File: src/verilog/modbus_pkg.sv
// Shared constants, types and the frame check for the query link.
// Assumes one 25 MHz clock shared by both ends of the link.
package modbus_pkg;

    typedef logic [7:0] byte_t;
    typedef logic [15:0] word_t;

    // Function codes and addressing
    localparam byte_t FC_READ = 8'h03;
    localparam byte_t FC_WRITE = 8'h06;
    localparam byte_t FC_DIAG = 8'h08;
    localparam byte_t BCAST_ADDR = 8'h00;
    localparam word_t DIAG_SUB_ECHO = 16'h0000;
    localparam logic [16:0] HOLD_REG_BASE = 17'h09C41; // 40001 decimal
    localparam word_t MAX_READ_REGS = 16'h007D; // 125 registers

    // Frame layout: every supported query is eight bytes
    localparam logic [3:0] FRAME_LEN = 4'h8;
    localparam logic [3:0] FRAME_OVER = 4'h9;
    localparam logic [3:0] CRC_LO_IDX = 4'h6;
    localparam logic [3:0] CRC_HI_IDX = 4'h7;
    localparam word_t CRC_INIT = 16'hFFFF;
    localparam word_t CRC_POLY = 16'hA001;
    localparam word_t CRC_RESIDUE = 16'h0000;

    // Response buffer shape
    localparam int FIFO_WIDTH = 9;
    localparam int FIFO_DEPTH = 4;

    // Timing at 25 MHz
    localparam int CLK_MHZ = 25;
    localparam int BCAST_GAP_US = 100;
    localparam int RSP_TIMEOUT_US = 100;
    localparam logic [11:0] BCAST_GAP_CYC = 12'(BCAST_GAP_US * CLK_MHZ);
    localparam logic [11:0] RSP_TIMEOUT_CYC = 12'(RSP_TIMEOUT_US * CLK_MHZ);

    // One byte step of the frame check, reflected polynomial
    function automatic word_t crc16Next(word_t c, byte_t b);
        word_t x;
        x = c ^ {8'h00, b};
        for (int i = 0; i < 8; i++) begin
            x = x[0] ? ((x >> 1) ^ CRC_POLY) : (x >> 1);
        end
        return x;
    endfunction

endpackage

File: src/verilog/modbus_link_if.sv
// Byte-stream link between the query master and the register slave.
// Assumes both ends run on the clock and reset carried here.
`timescale 1ns/1ps
interface modbus_link_if (
    input wire logic clk,
    input wire logic rst_n
);
    // Query bytes, master to slave
    logic qValid;
    logic [7:0] qData;
    logic qLast;
    logic qReady;
    // Response bytes, slave to master
    logic rValid;
    logic [7:0] rData;
    logic rLast;
    logic rReady;

    modport master (
        input clk, rst_n, qReady, rValid, rData, rLast,
        output qValid, qData, qLast, rReady
    );
    modport slave (
        input clk, rst_n, qValid, qData, qLast, rReady,
        output qReady, rValid, rData, rLast
    );
endinterface

File: src/verilog/modbus_byte_fifo.sv
// Small synchronous FIFO with valid/ready on both sides.
// Assumes a single clock; width and depth set by parameters.
`timescale 1ns/1ps
module modbus_byte_fifo #(
    parameter int W = 9,
    parameter int D = 4
) (
    input wire logic clk,
    input wire logic rst_n,
    input wire logic inValid,
    input wire logic [W-1:0] inData,
    output logic inReady,
    output logic outValid,
    output logic [W-1:0] outData,
    input wire logic outReady
);
    localparam int AW = $clog2(D);
    localparam int CW = $clog2(D + 1);

    logic [W-1:0] mem [D];
    logic [AW-1:0] wrPtrQ;
    logic [AW-1:0] rdPtrQ;
    logic [CW-1:0] cntQ;
    logic doWr;
    logic doRd;

    // Honest full and empty from the occupancy count
    assign inReady = (cntQ != CW'(D));
    assign outValid = (cntQ != '0);
    assign outData = mem[rdPtrQ];
    assign doWr = inValid & inReady;
    assign doRd = outValid & outReady;

    // Storage array
    always_ff @(posedge clk) begin
        if (doWr) begin
            mem[wrPtrQ] <= inData;
        end
    end

    // Pointers and count
    always_ff @(posedge clk) begin
        if (!rst_n) begin
            wrPtrQ <= '0;
            rdPtrQ <= '0;
            cntQ <= '0;
        end else begin
            if (doWr) begin
                wrPtrQ <= (wrPtrQ == AW'(D - 1)) ? '0 : wrPtrQ + 1'b1;
            end
            if (doRd) begin
                rdPtrQ <= (rdPtrQ == AW'(D - 1)) ? '0 : rdPtrQ + 1'b1;
            end
            cntQ <= cntQ + CW'(doWr) - CW'(doRd);
        end
    end
endmodule

File: src/verilog/modbus_slave_end.sv
// Register slave end: checks queries, runs read, write and echo.
// Assumes the link carries whole frames marked by a last flag and
// that the user side answers reads combinationally from regAddr.
//
// Contract
// - Read query: addr, 03, start, count, check
// - Wire offset is register number minus 40001
// - Read count at most 125 registers
// - No broadcast for read or diagnostic
// - Read reply byte count is twice count
// - Reply words high byte first, ascending
// - Reads reach every holding register area
// - Single writes only to writable areas
// - Write query: addr, 06, offset, data, check
// - Write offset is register number minus 40001
// - Broadcast write is performed by all
// - Addressed write reply echoes the query
// - Never reply to a broadcast
// - Master waits processing time after broadcast
// - Diagnostic: 08, subfunction 0000, any data
// - Diagnostic reply echoes the query unchanged
// - Frame check sent low byte first
// - Frames failing the check are erroneous
`timescale 1ns/1ps
module modbus_slave_end (
    modbus_link_if.slave link,
    input wire modbus_pkg::byte_t ownAddr,
    output modbus_pkg::word_t regAddr,
    input wire modbus_pkg::word_t rdData,
    input wire logic wrAllow,
    output logic wrEn,
    output modbus_pkg::word_t wrData
);
    import modbus_pkg::*;

    typedef enum logic [3:0] {
        S_IDLE = 4'h0,
        S_CHECK = 4'h1,
        S_WCHK = 4'h2,
        S_HEAD = 4'h3,
        S_LOAD = 4'h4,
        S_DATA = 4'h5,
        S_CRCL = 4'h6,
        S_CRCH = 4'h7,
        S_ECHO = 4'h8
    } state_t;

    state_t stateQ;
    state_t stateD;
    byte_t rxBuf [8];
    logic [3:0] rxCntQ;
    word_t rxCrcQ;
    word_t txCrcQ;
    logic [3:0] idxQ;
    logic [6:0] regsLeftQ;
    word_t wordQ;
    word_t regAddrQ;
    logic wrEnQ;
    word_t wrDataQ;
    logic qReadyQ;

    logic clk;
    logic rst_n;
    logic rxTake;
    byte_t slv;
    byte_t fc;
    word_t fieldA;
    word_t fieldB;
    logic isBcast;
    logic frameOk;
    logic readOk;
    logic diagOk;
    byte_t byteCount;
    byte_t headByte;
    byte_t dataByte;
    byte_t emitByte;
    logic emitValid;
    logic emitLast;
    logic fifoReady;
    logic push;

    assign clk = link.clk;
    assign rst_n = link.rst_n;

    // Query field decode from the receive buffer
    assign rxTake = link.qValid & qReadyQ;
    assign slv = rxBuf[0];
    assign fc = rxBuf[1];
    assign fieldA = {rxBuf[2], rxBuf[3]};
    assign fieldB = {rxBuf[4], rxBuf[5]};
    assign isBcast = (slv == BCAST_ADDR);
    assign frameOk = (rxCntQ == FRAME_LEN) && (rxCrcQ == CRC_RESIDUE)
        && ((slv == ownAddr) || isBcast);
    assign readOk = (fc == FC_READ) && !isBcast
        && (fieldB != 16'h0000) && (fieldB <= MAX_READ_REGS);
    assign diagOk = (fc == FC_DIAG) && !isBcast
        && (fieldA == DIAG_SUB_ECHO);

    // Response byte selection
    assign byteCount = {fieldB[6:0], 1'b0};
    assign headByte = (idxQ == 4'h0) ? slv :
        (idxQ == 4'h1) ? FC_READ : byteCount;
    assign dataByte = idxQ[0] ? wordQ[7:0] : wordQ[15:8];
    assign emitByte = (stateQ == S_HEAD) ? headByte :
        (stateQ == S_DATA) ? dataByte :
        (stateQ == S_CRCL) ? txCrcQ[7:0] :
        (stateQ == S_CRCH) ? txCrcQ[15:8] :
        rxBuf[idxQ[2:0]];
    assign emitValid = (stateQ == S_HEAD) || (stateQ == S_DATA)
        || (stateQ == S_CRCL) || (stateQ == S_CRCH) || (stateQ == S_ECHO);
    assign emitLast = (stateQ == S_CRCH)
        || ((stateQ == S_ECHO) && (idxQ == CRC_HI_IDX));
    assign push = emitValid & fifoReady;

    // Next state
    always_comb begin
        stateD = stateQ;
        unique case (stateQ)
            S_IDLE: begin
                if (rxTake && link.qLast) begin
                    stateD = S_CHECK;
                end
            end
            S_CHECK: begin
                if (!frameOk) begin
                    stateD = S_IDLE;
                end else if (readOk) begin
                    stateD = S_HEAD;
                end else if (fc == FC_WRITE) begin
                    stateD = S_WCHK;
                end else if (diagOk) begin
                    stateD = S_ECHO;
                end else begin
                    stateD = S_IDLE;
                end
            end
            S_WCHK: begin
                stateD = (wrAllow && !isBcast) ? S_ECHO : S_IDLE;
            end
            S_HEAD: begin
                if (push && (idxQ == 4'h2)) begin
                    stateD = S_LOAD;
                end
            end
            S_LOAD: begin
                stateD = S_DATA;
            end
            S_DATA: begin
                if (push && idxQ[0]) begin
                    stateD = (regsLeftQ == 7'h01) ? S_CRCL : S_LOAD;
                end
            end
            S_CRCL: begin
                if (push) begin
                    stateD = S_CRCH;
                end
            end
            S_CRCH: begin
                if (push) begin
                    stateD = S_IDLE;
                end
            end
            S_ECHO: begin
                if (push && (idxQ == CRC_HI_IDX)) begin
                    stateD = S_IDLE;
                end
            end
            default: begin
                stateD = S_IDLE;
            end
        endcase
    end

    // Receive buffer data, kept for the echo reply
    always_ff @(posedge clk) begin
        if (rxTake && (rxCntQ < FRAME_LEN)) begin
            rxBuf[rxCntQ[2:0]] <= link.qData;
        end
    end

    // Receive count and running frame check
    always_ff @(posedge clk) begin
        if (!rst_n) begin
            rxCntQ <= 4'h0;
            rxCrcQ <= CRC_INIT;
        end else if (rxTake) begin
            rxCntQ <= (rxCntQ == FRAME_OVER) ? FRAME_OVER : rxCntQ + 4'h1;
            rxCrcQ <= crc16Next(rxCrcQ, link.qData);
        end else if (stateQ != S_IDLE) begin
            rxCntQ <= 4'h0;
            rxCrcQ <= CRC_INIT;
        end
    end

    // Sequencer, reply check and register access
    always_ff @(posedge clk) begin
        if (!rst_n) begin
            stateQ <= S_IDLE;
            idxQ <= 4'h0;
            txCrcQ <= CRC_INIT;
            regsLeftQ <= 7'h00;
            wordQ <= 16'h0000;
            regAddrQ <= 16'h0000;
            wrEnQ <= 1'b0;
            wrDataQ <= 16'h0000;
            qReadyQ <= 1'b0;
        end else begin
            stateQ <= stateD;
            idxQ <= (stateD != stateQ) ? 4'h0 : idxQ + 4'(push);
            qReadyQ <= (stateD == S_IDLE);
            wrEnQ <= (stateQ == S_WCHK) && wrAllow;
            if (stateQ == S_CHECK) begin
                txCrcQ <= CRC_INIT;
                regAddrQ <= fieldA;
                regsLeftQ <= fieldB[6:0];
                wrDataQ <= fieldB;
            end else if (push && (stateQ != S_CRCL)) begin
                txCrcQ <= crc16Next(txCrcQ, emitByte);
            end
            if (stateQ == S_LOAD) begin
                wordQ <= rdData;
            end
            if ((stateQ == S_DATA) && push && idxQ[0]) begin
                regAddrQ <= regAddrQ + 16'h0001;
                regsLeftQ <= regsLeftQ - 7'h01;
            end
        end
    end

    assign regAddr = regAddrQ;
    assign wrEn = wrEnQ;
    assign wrData = wrDataQ;
    assign link.qReady = qReadyQ;

    // Response buffer towards the link
    modbus_byte_fifo #(.W(FIFO_WIDTH), .D(FIFO_DEPTH)) respFifo (
        .clk(clk),
        .rst_n(rst_n),
        .inValid(emitValid),
        .inData({emitLast, emitByte}),
        .inReady(fifoReady),
        .outValid(link.rValid),
        .outData({link.rLast, link.rData}),
        .outReady(link.rReady)
    );
endmodule
File: src/flat_wrapper.sv
// flat-port wrapper written by rule: the top's interface ports become plain ports
module modbus_slave_end_flat import modbus_pkg::*;
  (ownAddr, regAddr, rdData, wrAllow, wrEn, wrData, clk, rst_n, link_qValid, link_qData, link_qLast, link_rReady, link_qReady, link_rValid, link_rData, link_rLast);
  modbus_link_if link_i (.clk(clk), .rst_n(rst_n));
  input wire modbus_pkg::byte_t ownAddr;
  output modbus_pkg::word_t regAddr;
  input wire modbus_pkg::word_t rdData;
  input wire logic wrAllow;
  output logic wrEn;
  output modbus_pkg::word_t wrData;
  input wire logic clk;
  input wire logic rst_n;
  input wire logic [$bits(link_i.qValid)-1:0] link_qValid;
  input wire logic [$bits(link_i.qData)-1:0] link_qData;
  input wire logic [$bits(link_i.qLast)-1:0] link_qLast;
  input wire logic [$bits(link_i.rReady)-1:0] link_rReady;
  output wire logic [$bits(link_i.qReady)-1:0] link_qReady;
  output wire logic [$bits(link_i.rValid)-1:0] link_rValid;
  output wire logic [$bits(link_i.rData)-1:0] link_rData;
  output wire logic [$bits(link_i.rLast)-1:0] link_rLast;
  assign link_i.qValid = link_qValid;
  assign link_i.qData = link_qData;
  assign link_i.qLast = link_qLast;
  assign link_i.rReady = link_rReady;
  assign link_qReady = link_i.qReady;
  assign link_rValid = link_i.rValid;
  assign link_rData = link_i.rData;
  assign link_rLast = link_i.rLast;
  modbus_slave_end u_core (.link(link_i), .ownAddr(ownAddr), .regAddr(regAddr), .rdData(rdData), .wrAllow(wrAllow), .wrEn(wrEn), .wrData(wrData));
endmodule
File: config.mk
export PLATFORM = sky130hd
export DESIGN_NAME = modbus_slave_end_flat
export DESIGN_NICKNAME = d
export VERILOG_FILES = /design/src/verilog/modbus_pkg.sv /design/src/verilog/modbus_link_if.sv /design/src/verilog/modbus_byte_fifo.sv /design/src/verilog/modbus_slave_end.sv /design/src/flat_wrapper.sv
export SDC_FILE = /design/constraint.sdc
export NUM_CORES = 1
export LEC_CHECK = 0
export CORE_MARGIN = 5
export CORE_UTILIZATION = 55
export DETAILED_ROUTE_END_ITERATION = 16
export DONT_BUFFER_PORTS = 1
export GPL_ROUTABILITY_DRIVEN = 0
export HOLD_SLACK_MARGIN = 0.08
export PLACE_DENSITY = 0.7
export SLEW_MARGIN = 10
export SYNTH_ARGS = -nofsm -noshare
export SYNTH_HDL_FRONTEND = slang
export SYNTH_SLANG_ARGS = --single-unit
export TNS_END_PERCENT = 100
File: constraint.sdc
create_clock -name clk -period 3.5 [get_ports clk]
set_clock_uncertainty 0.05 [all_clocks]
set_input_delay 0.35 -clock clk [delete_from_list [all_inputs] [get_ports clk]]
set_output_delay 0.35 -clock clk [all_outputs]
set_load 0.005 [all_outputs]
-- Yosys cells after proc, flatten, opt, wreduce, memory -nomap -nowiden
Memories as Yosys holds them, arrays and structs flattened. A register that Yosys moved wholly into a read port is not among the register bits.
Index checks and enable logic that the tools add are counted.
- reductions and logical operators: 38
- eq/ne operators: 23
- bitwise logic cells: 22
- mux-type cells: 54
- $add $sub $neg: 8
- magnitude comparators: 2
- operators by type and width (cell ; number):
    16-bit two-way mux ; 20
    4-bit two-way mux ; 14
    8-bit two-way mux ; 7
    2-bit NOT with 3-bit output ; 16
    4-bit case mux with 9 select lines ; 1
    16-bit zero test ; 2
    16-bit by 8-bit bitwise XOR with 16-bit output ; 2
    4-bit by 3-bit equality test with 1-bit output (second input constant) ; 5
    1-bit logical AND ; 18
    16-bit by 1-bit adder with 16-bit output (second input constant) ; 1
    16-bit by 7-bit less-or-equal comparator with 1-bit output (second input constant) ; 1
    16-bit nonzero test ; 1
    7-bit two-way mux ; 2
    4-bit by 2-bit equality test with 1-bit output (second input constant) ; 3
    4-bit equality test (second input constant) ; 3
    4-bit zero test ; 3
    2-bit two-way mux ; 5
    4-bit by 1-bit equality test with 1-bit output (second input constant) ; 2
    8-bit by 2-bit equality test with 1-bit output (second input constant) ; 1
    8-bit by 3-bit equality test with 1-bit output (second input constant) ; 1
    8-bit by 4-bit equality test with 1-bit output (second input constant) ; 1
    8-bit equality test ; 1
    8-bit zero test ; 1
    7-bit by 1-bit equality test with 1-bit output (second input constant) ; 1
    21 further kinds ; 35
- memories: 2
- output and inout bits: 44
- bits in writable memories: 100
- bits of input ports: 38
- bits in registers: 108
- memory list (name ; words ; bits a word ; read ports ; clocked after memory_dff ; wr ports ; RTL line ; source):
    u_core.rxBuf ; 8 ; 8 ; 7 ; 1 ; 1 ; modbus_slave_end.sv:50 ; byte_t rxBuf [8];
    u_core.respFifo.mem ; 4 ; 9 ; 1 ; 1 ; 1 ; modbus_byte_fifo.sv:20 ; logic [W-1:0] mem [D];

-- Longest topological paths before layout
- word-level depth: 22
- mapped depth: 14
- depth with buffers taken out: 12

-- Cells and area by module
A second synthesis with hierarchy kept.
- cell total of the unflattened synthesis: 969
- area, all modules: 10179.8 um^2
- modules (own cells, without submodules) (module ; area an instance (um^2) ; cells an instance ; times used):
    modbus_slave_end ; 8398.1 ; 870 ; 1
    modbus_byte_fifo ; 1781.7 ; 99 ; 1

-- Least setup slack after synthesis
Ideal clock, no wire load.
- path kind: register to register
- from: reg u_core.idxQ[0]
- to: reg u_core.txCrcQ[14]
- required time: 3.326 ns
- setup time: 0.124 ns
- period minus slack after synthesis: 3.052 ns
- slack: 0.448 ns
- stages on the path, launching flop included: 11
- arrival time: 2.878 ns
- cell sequence: dfxtp_1 buf_6 buf_6 mux2_2 a221o_1 a221oi_2 xnor2_2 xnor3_1 xnor2_2 xnor2_1 a2111o_1
- longest elaborated chain between the ends: 14
- elaborated cells on any way between the ends: 22
- those cells by class: 1 x eq/ne; 13 x mux; 7 x bitwise; 1 x reduce/logical
- ends and longest elaborated chain (what ; RTL line ; source):
    from (decl) ; modbus_slave_end.sv:54 ; logic [3:0] idxQ;
    from (signal assigned) ; modbus_slave_end.sv:209 ; idxQ <= (stateD != stateQ) ? 4'h0 : idxQ + 4'(push);
    4-bit by 1-bit equality test with 1-bit output ; modbus_slave_end.sv:102 ; (idxQ == 4'h1) ? FC_READ : byteCount;
    8-bit two-way mux ; modbus_slave_end.sv:102 ;
    8-bit two-way mux ; modbus_slave_end.sv:101 ; assign headByte = (idxQ == 4'h0) ? slv :
    8-bit two-way mux (*) ; modbus_slave_end.sv:104 ; assign emitByte = (stateQ == S_HEAD) ? headByte :
    16-bit by 8-bit bitwise XOR with 16-bit output (*) ; modbus_pkg.sv:40 ; x = c ^ {8'h00, b};
    16-bit two-way mux (*) (5 in series) ; modbus_pkg.sv:42 ; x = x[0] ? ((x >> 1) ^ CRC_POLY) : (x >> 1);
    2-bit NOT with 3-bit output (no line) / 16-bit two-way mux (equally long branches) ; n/a ;
    16-bit two-way mux (*) (3 in series) ; modbus_pkg.sv:42 ;
    to (signal assigned) ; modbus_slave_end.sv:218 ; txCrcQ <= crc16Next(txCrcQ, emitByte);
    to (decl) ; modbus_slave_end.sv:53 ; word_t txCrcQ;
Every way passes the cells marked *; elsewhere a longest branch is shown, timed or not.
A chain may end at the register's enable or synchronous reset.

-- Worst setup path in the final report
Ends and elaborated chain as after synthesis.

==> flow_summary.json <==
{
  "drive_gt1_frac": 0.0968,
  "postCtsSetupRepairBufs": 0,
  "core-area_um2": 17800,
  "drc": 0,
  "synth_flop_cell": "dfxtp_1",
  "crit_type": "reg2reg",
  "antenna_found_initial": 0,
  "max_stage_delay_ns": 0.55,
  "worstHoldPathCells": 2,
  "ys_seq_area_frac": 0.525,
  "slew_violations": 0,
  "holdCritPathClass": "in2reg",
  "whs_endpoint": "u_core.respFifo.wrPtrQ[0]$_SDFFE_PN0P_",
  "num_antenna_cells": 0,
  "cpLargestDelayFamily": "compound AO/OA/AOI/OAI gates",
  "drt-total-wl_um": 25400,
  "clkSlewWorstSetupHoldPaths_ns": 0.07,
  "viasPerCell": 6.06,
  "cap_violations": 0,
  "synth_cell_types": 69,
  "critPathBufInv": 1,
  "r2r-start": "u_core.idxQ[0]$_SDFF_PP0_",
  "start_util": 0.555,
  "ir_worst_vdd_uv": 669,
  "syn_to_final_growth_pct": 13.5,
  "min_period_ns": 3.28,
  "cp.depth": 10,
  "slowest_stage": "dfxtp_4",
  "cts_buffers": 22,
  "drt_iter0_markers": 636,
  "grt_pass1_wl_um": 39500,
  "wl_per_cell_um": 20.5,
  "die_w_um": 144,
  "cp.required_ns": 3.84,
  "rsz0062_at_grt": "false",
  "clkLatencyLatePin_ns": 0.51,
  "first_global_vias": 7278,
  "die_area_um2": 20800,
  "track_usage": 0.245,
  "p_per_area_nw_per_um2": 502,
  "final_cell_mix": "144 x nand2_1, 109 x dfxtp_1, 100 x edfxtp_1",
  "cts_root_buffer": "clkbuf_16",
  "clock_path_buffers": 3,
  "status": "complete, no violations",
  "min_from": "rst_n",
  "setup_viol": 0,
  "fin_setup_tns_ns": 0,
  "htreeDepth": 1,
  "mostFrequentLayoutCell": "nand2_1",
  "grt_overflow": 0,
  "ys_ff_latch": 210,
  "cp-end-kind": "register",
  "reg2regPathDepth": 10,
  "max_slew_margin": 0.344,
  "fin_crit_sh": 0.938,
  "synth_cells": 968,
  "io_buffers": 0,
  "cts.sinks": 210,
  "worst_ep_arrival_time_ns": 3.63,
  "ant_nets": 0,
  "num_rows": 49,
  "rrSetupSlack_ns": 0.22,
  "fin_nets": 1047,
  "fmax_ghz": 0.305,
  "tightest_slew_ns": 0.981,
  "p_leak_nw": 3.91,
  "cts_tree": "built",
  "fp.dieH_um": 144,
  "firstDrtPassIters": 5,
  "synth_nets": 1019,
  "syn_area_per_cell_um2": 10.2,
  "final_core_util": 0.630,
  "synth-edff-count": 100,
  "hold_viol_final": 0,
  "ioPinCount": 82,
  "vias": 7515,
  "rr_endpoint": "u_core.txCrcQ[14]$_SDFFE_PP1P_",
  "ys_warn_count": 0,
  "grt_max_degree": 53,
  "dp.final_hpwl_um": 18000,
  "path_cells": "buf_4 > mux2_1 > o22ai_1 > o31ai_1 > a32o_1 > nor2_2 > xnor3_1 > xnor2_2 > xnor2_1 > a2111o_1",
  "syn-cell-area_um2": 9910,
  "start_kind": "register",
  "cp_max_fo": 23,
  "synthArstFlopShare": 0
}
==> worst max path at each step <==
stage	from	endpoint	slack, ns
after floorplan	u_core.idxQ[0]$_SDFF_PP0_	u_core.txCrcQ[14]$_SDFFE_PP1P_	0.45
after global routing	u_core.idxQ[2]$_SDFF_PP0_	u_core.txCrcQ[0]$_SDFFE_PP1P_	0.08
after global placement	u_core.idxQ[0]$_SDFF_PP0_	u_core.txCrcQ[14]$_SDFFE_PP1P_	0.19
after CTS	u_core.idxQ[0]$_SDFF_PP0_	u_core.txCrcQ[14]$_SDFFE_PP1P_	0.11
final	u_core.idxQ[0]$_SDFF_PP0_	u_core.txCrcQ[14]$_SDFFE_PP1P_	0.22
after detailed placement	u_core.idxQ[0]$_SDFF_PP0_	u_core.txCrcQ[14]$_SDFFE_PP1P_	0.15
==> cell usage after synthesis, drive strengths merged, types with 13 or more instances <==
cell    number  area [um^2]
nand2      144          541
dfxtp      110         2200
edfxtp     100         3000
nor2        73          277
a21oi       59          295
o21ai       46          230
clkbuf      39          148
xnor2       36          338
nand3       25          125
o22ai       25          156
nor3        23          120
inv         17         63.8
nor3b       17          128
buf         16          113
mux2i       16          160
a221oi      15          144
mux2        15          169
and3        14         87.6
o211ai      14          110
nand2b      13         81.3
xor2        13          114
==> metal layers <==
layer  routed length, um  track usage  vias up
li1                    -            -     3612
met1               10200        0.300     3587
met2               12800        0.429      242
met3                1280       0.0400       74
met4                1040        0.103        0
met5                   0            0        -
==> final cells by class <==
cell class | instances | area [um^2]
fill | 1431 | 6600
sequential | 210 | 5210
multi-input combinational | 686 | 4390
clock buffer | 27 | 591
timing repair buffer | 59 | 523
tap | 229 | 287
clock inverter | 13 | 185
inverter | 17 | 63.8
==> stage by stage <==
step	hold WS [ns]	total power, mW	std cells	setup WS, ns	instance area (um^2)
finish	0.0926	5.65	1241	0.216	11200
global route	0.107	5.87	1241	0.0841	11200
CTS	0.0874	5.69	1241	0.111	11200
detailed placement	0.373	3.18	1174	0.146	10200
global placement	0.369	3.18	1174	0.193	10200
floorplan	0.382	3.10	968	0.448	9910
==> worst reg2reg max path: cells and delay by family, from the launching register on <==
kind / cells / cell delay (ns)
compound gates: 4 / 1.00
mux: 1 / 0.34
flops: 1 / 0.55
simple gates: 1 / 0.22
xor+xnor: 3 / 0.80
buf+inv: 1 / 0.21
==> flip-flops by register name, indices dropped and copies added, names as in the netlist, 3 cells and up, named ones only <==
register              cells
u_core.rxCntQ             4
u_core.respFifo.cntQ      3
u_core.idxQ               4
u_core.regAddr           16
u_core.txCrcQ            16
u_core.rxCrcQ            16
u_core.wordQ             16
u_core.rxBuf             64
u_core.wrData            16
u_core.respFifo.mem      36
u_core.regsLeftQ          7
u_core.stateQ             4
==> kinds of logic (layout without fill, tap and decap cells) <==
kind of cell	count (synthesis)	after routing	synth area share
and+or+nand+nor	368	368	0.176
DFF	210	210	0.525
AOI/OAI and AO/OA	209	209	0.135
buffers and inverters	72	116	0.0327
xor gates and xnor gates	52	52	0.0524
muxes	43	43	0.0605
adders and majority gates	14	14	0.0182
==> power by group <==
group	internal, mW	leakage [nW]	switching [mW]
sequential	2.63	1.79	0.0762
combinational	0.230	1.75	0.238
clock	1.51	0.371	0.969
==> what timing repair did <==
action	in CTS	in global routing
gates resized for setup	0	1
hold buffers	27	0
hold endpoints to repair	106	0
setup endpoints to repair	0	3
Note: power is estimated with default switching activity, not from simulation.
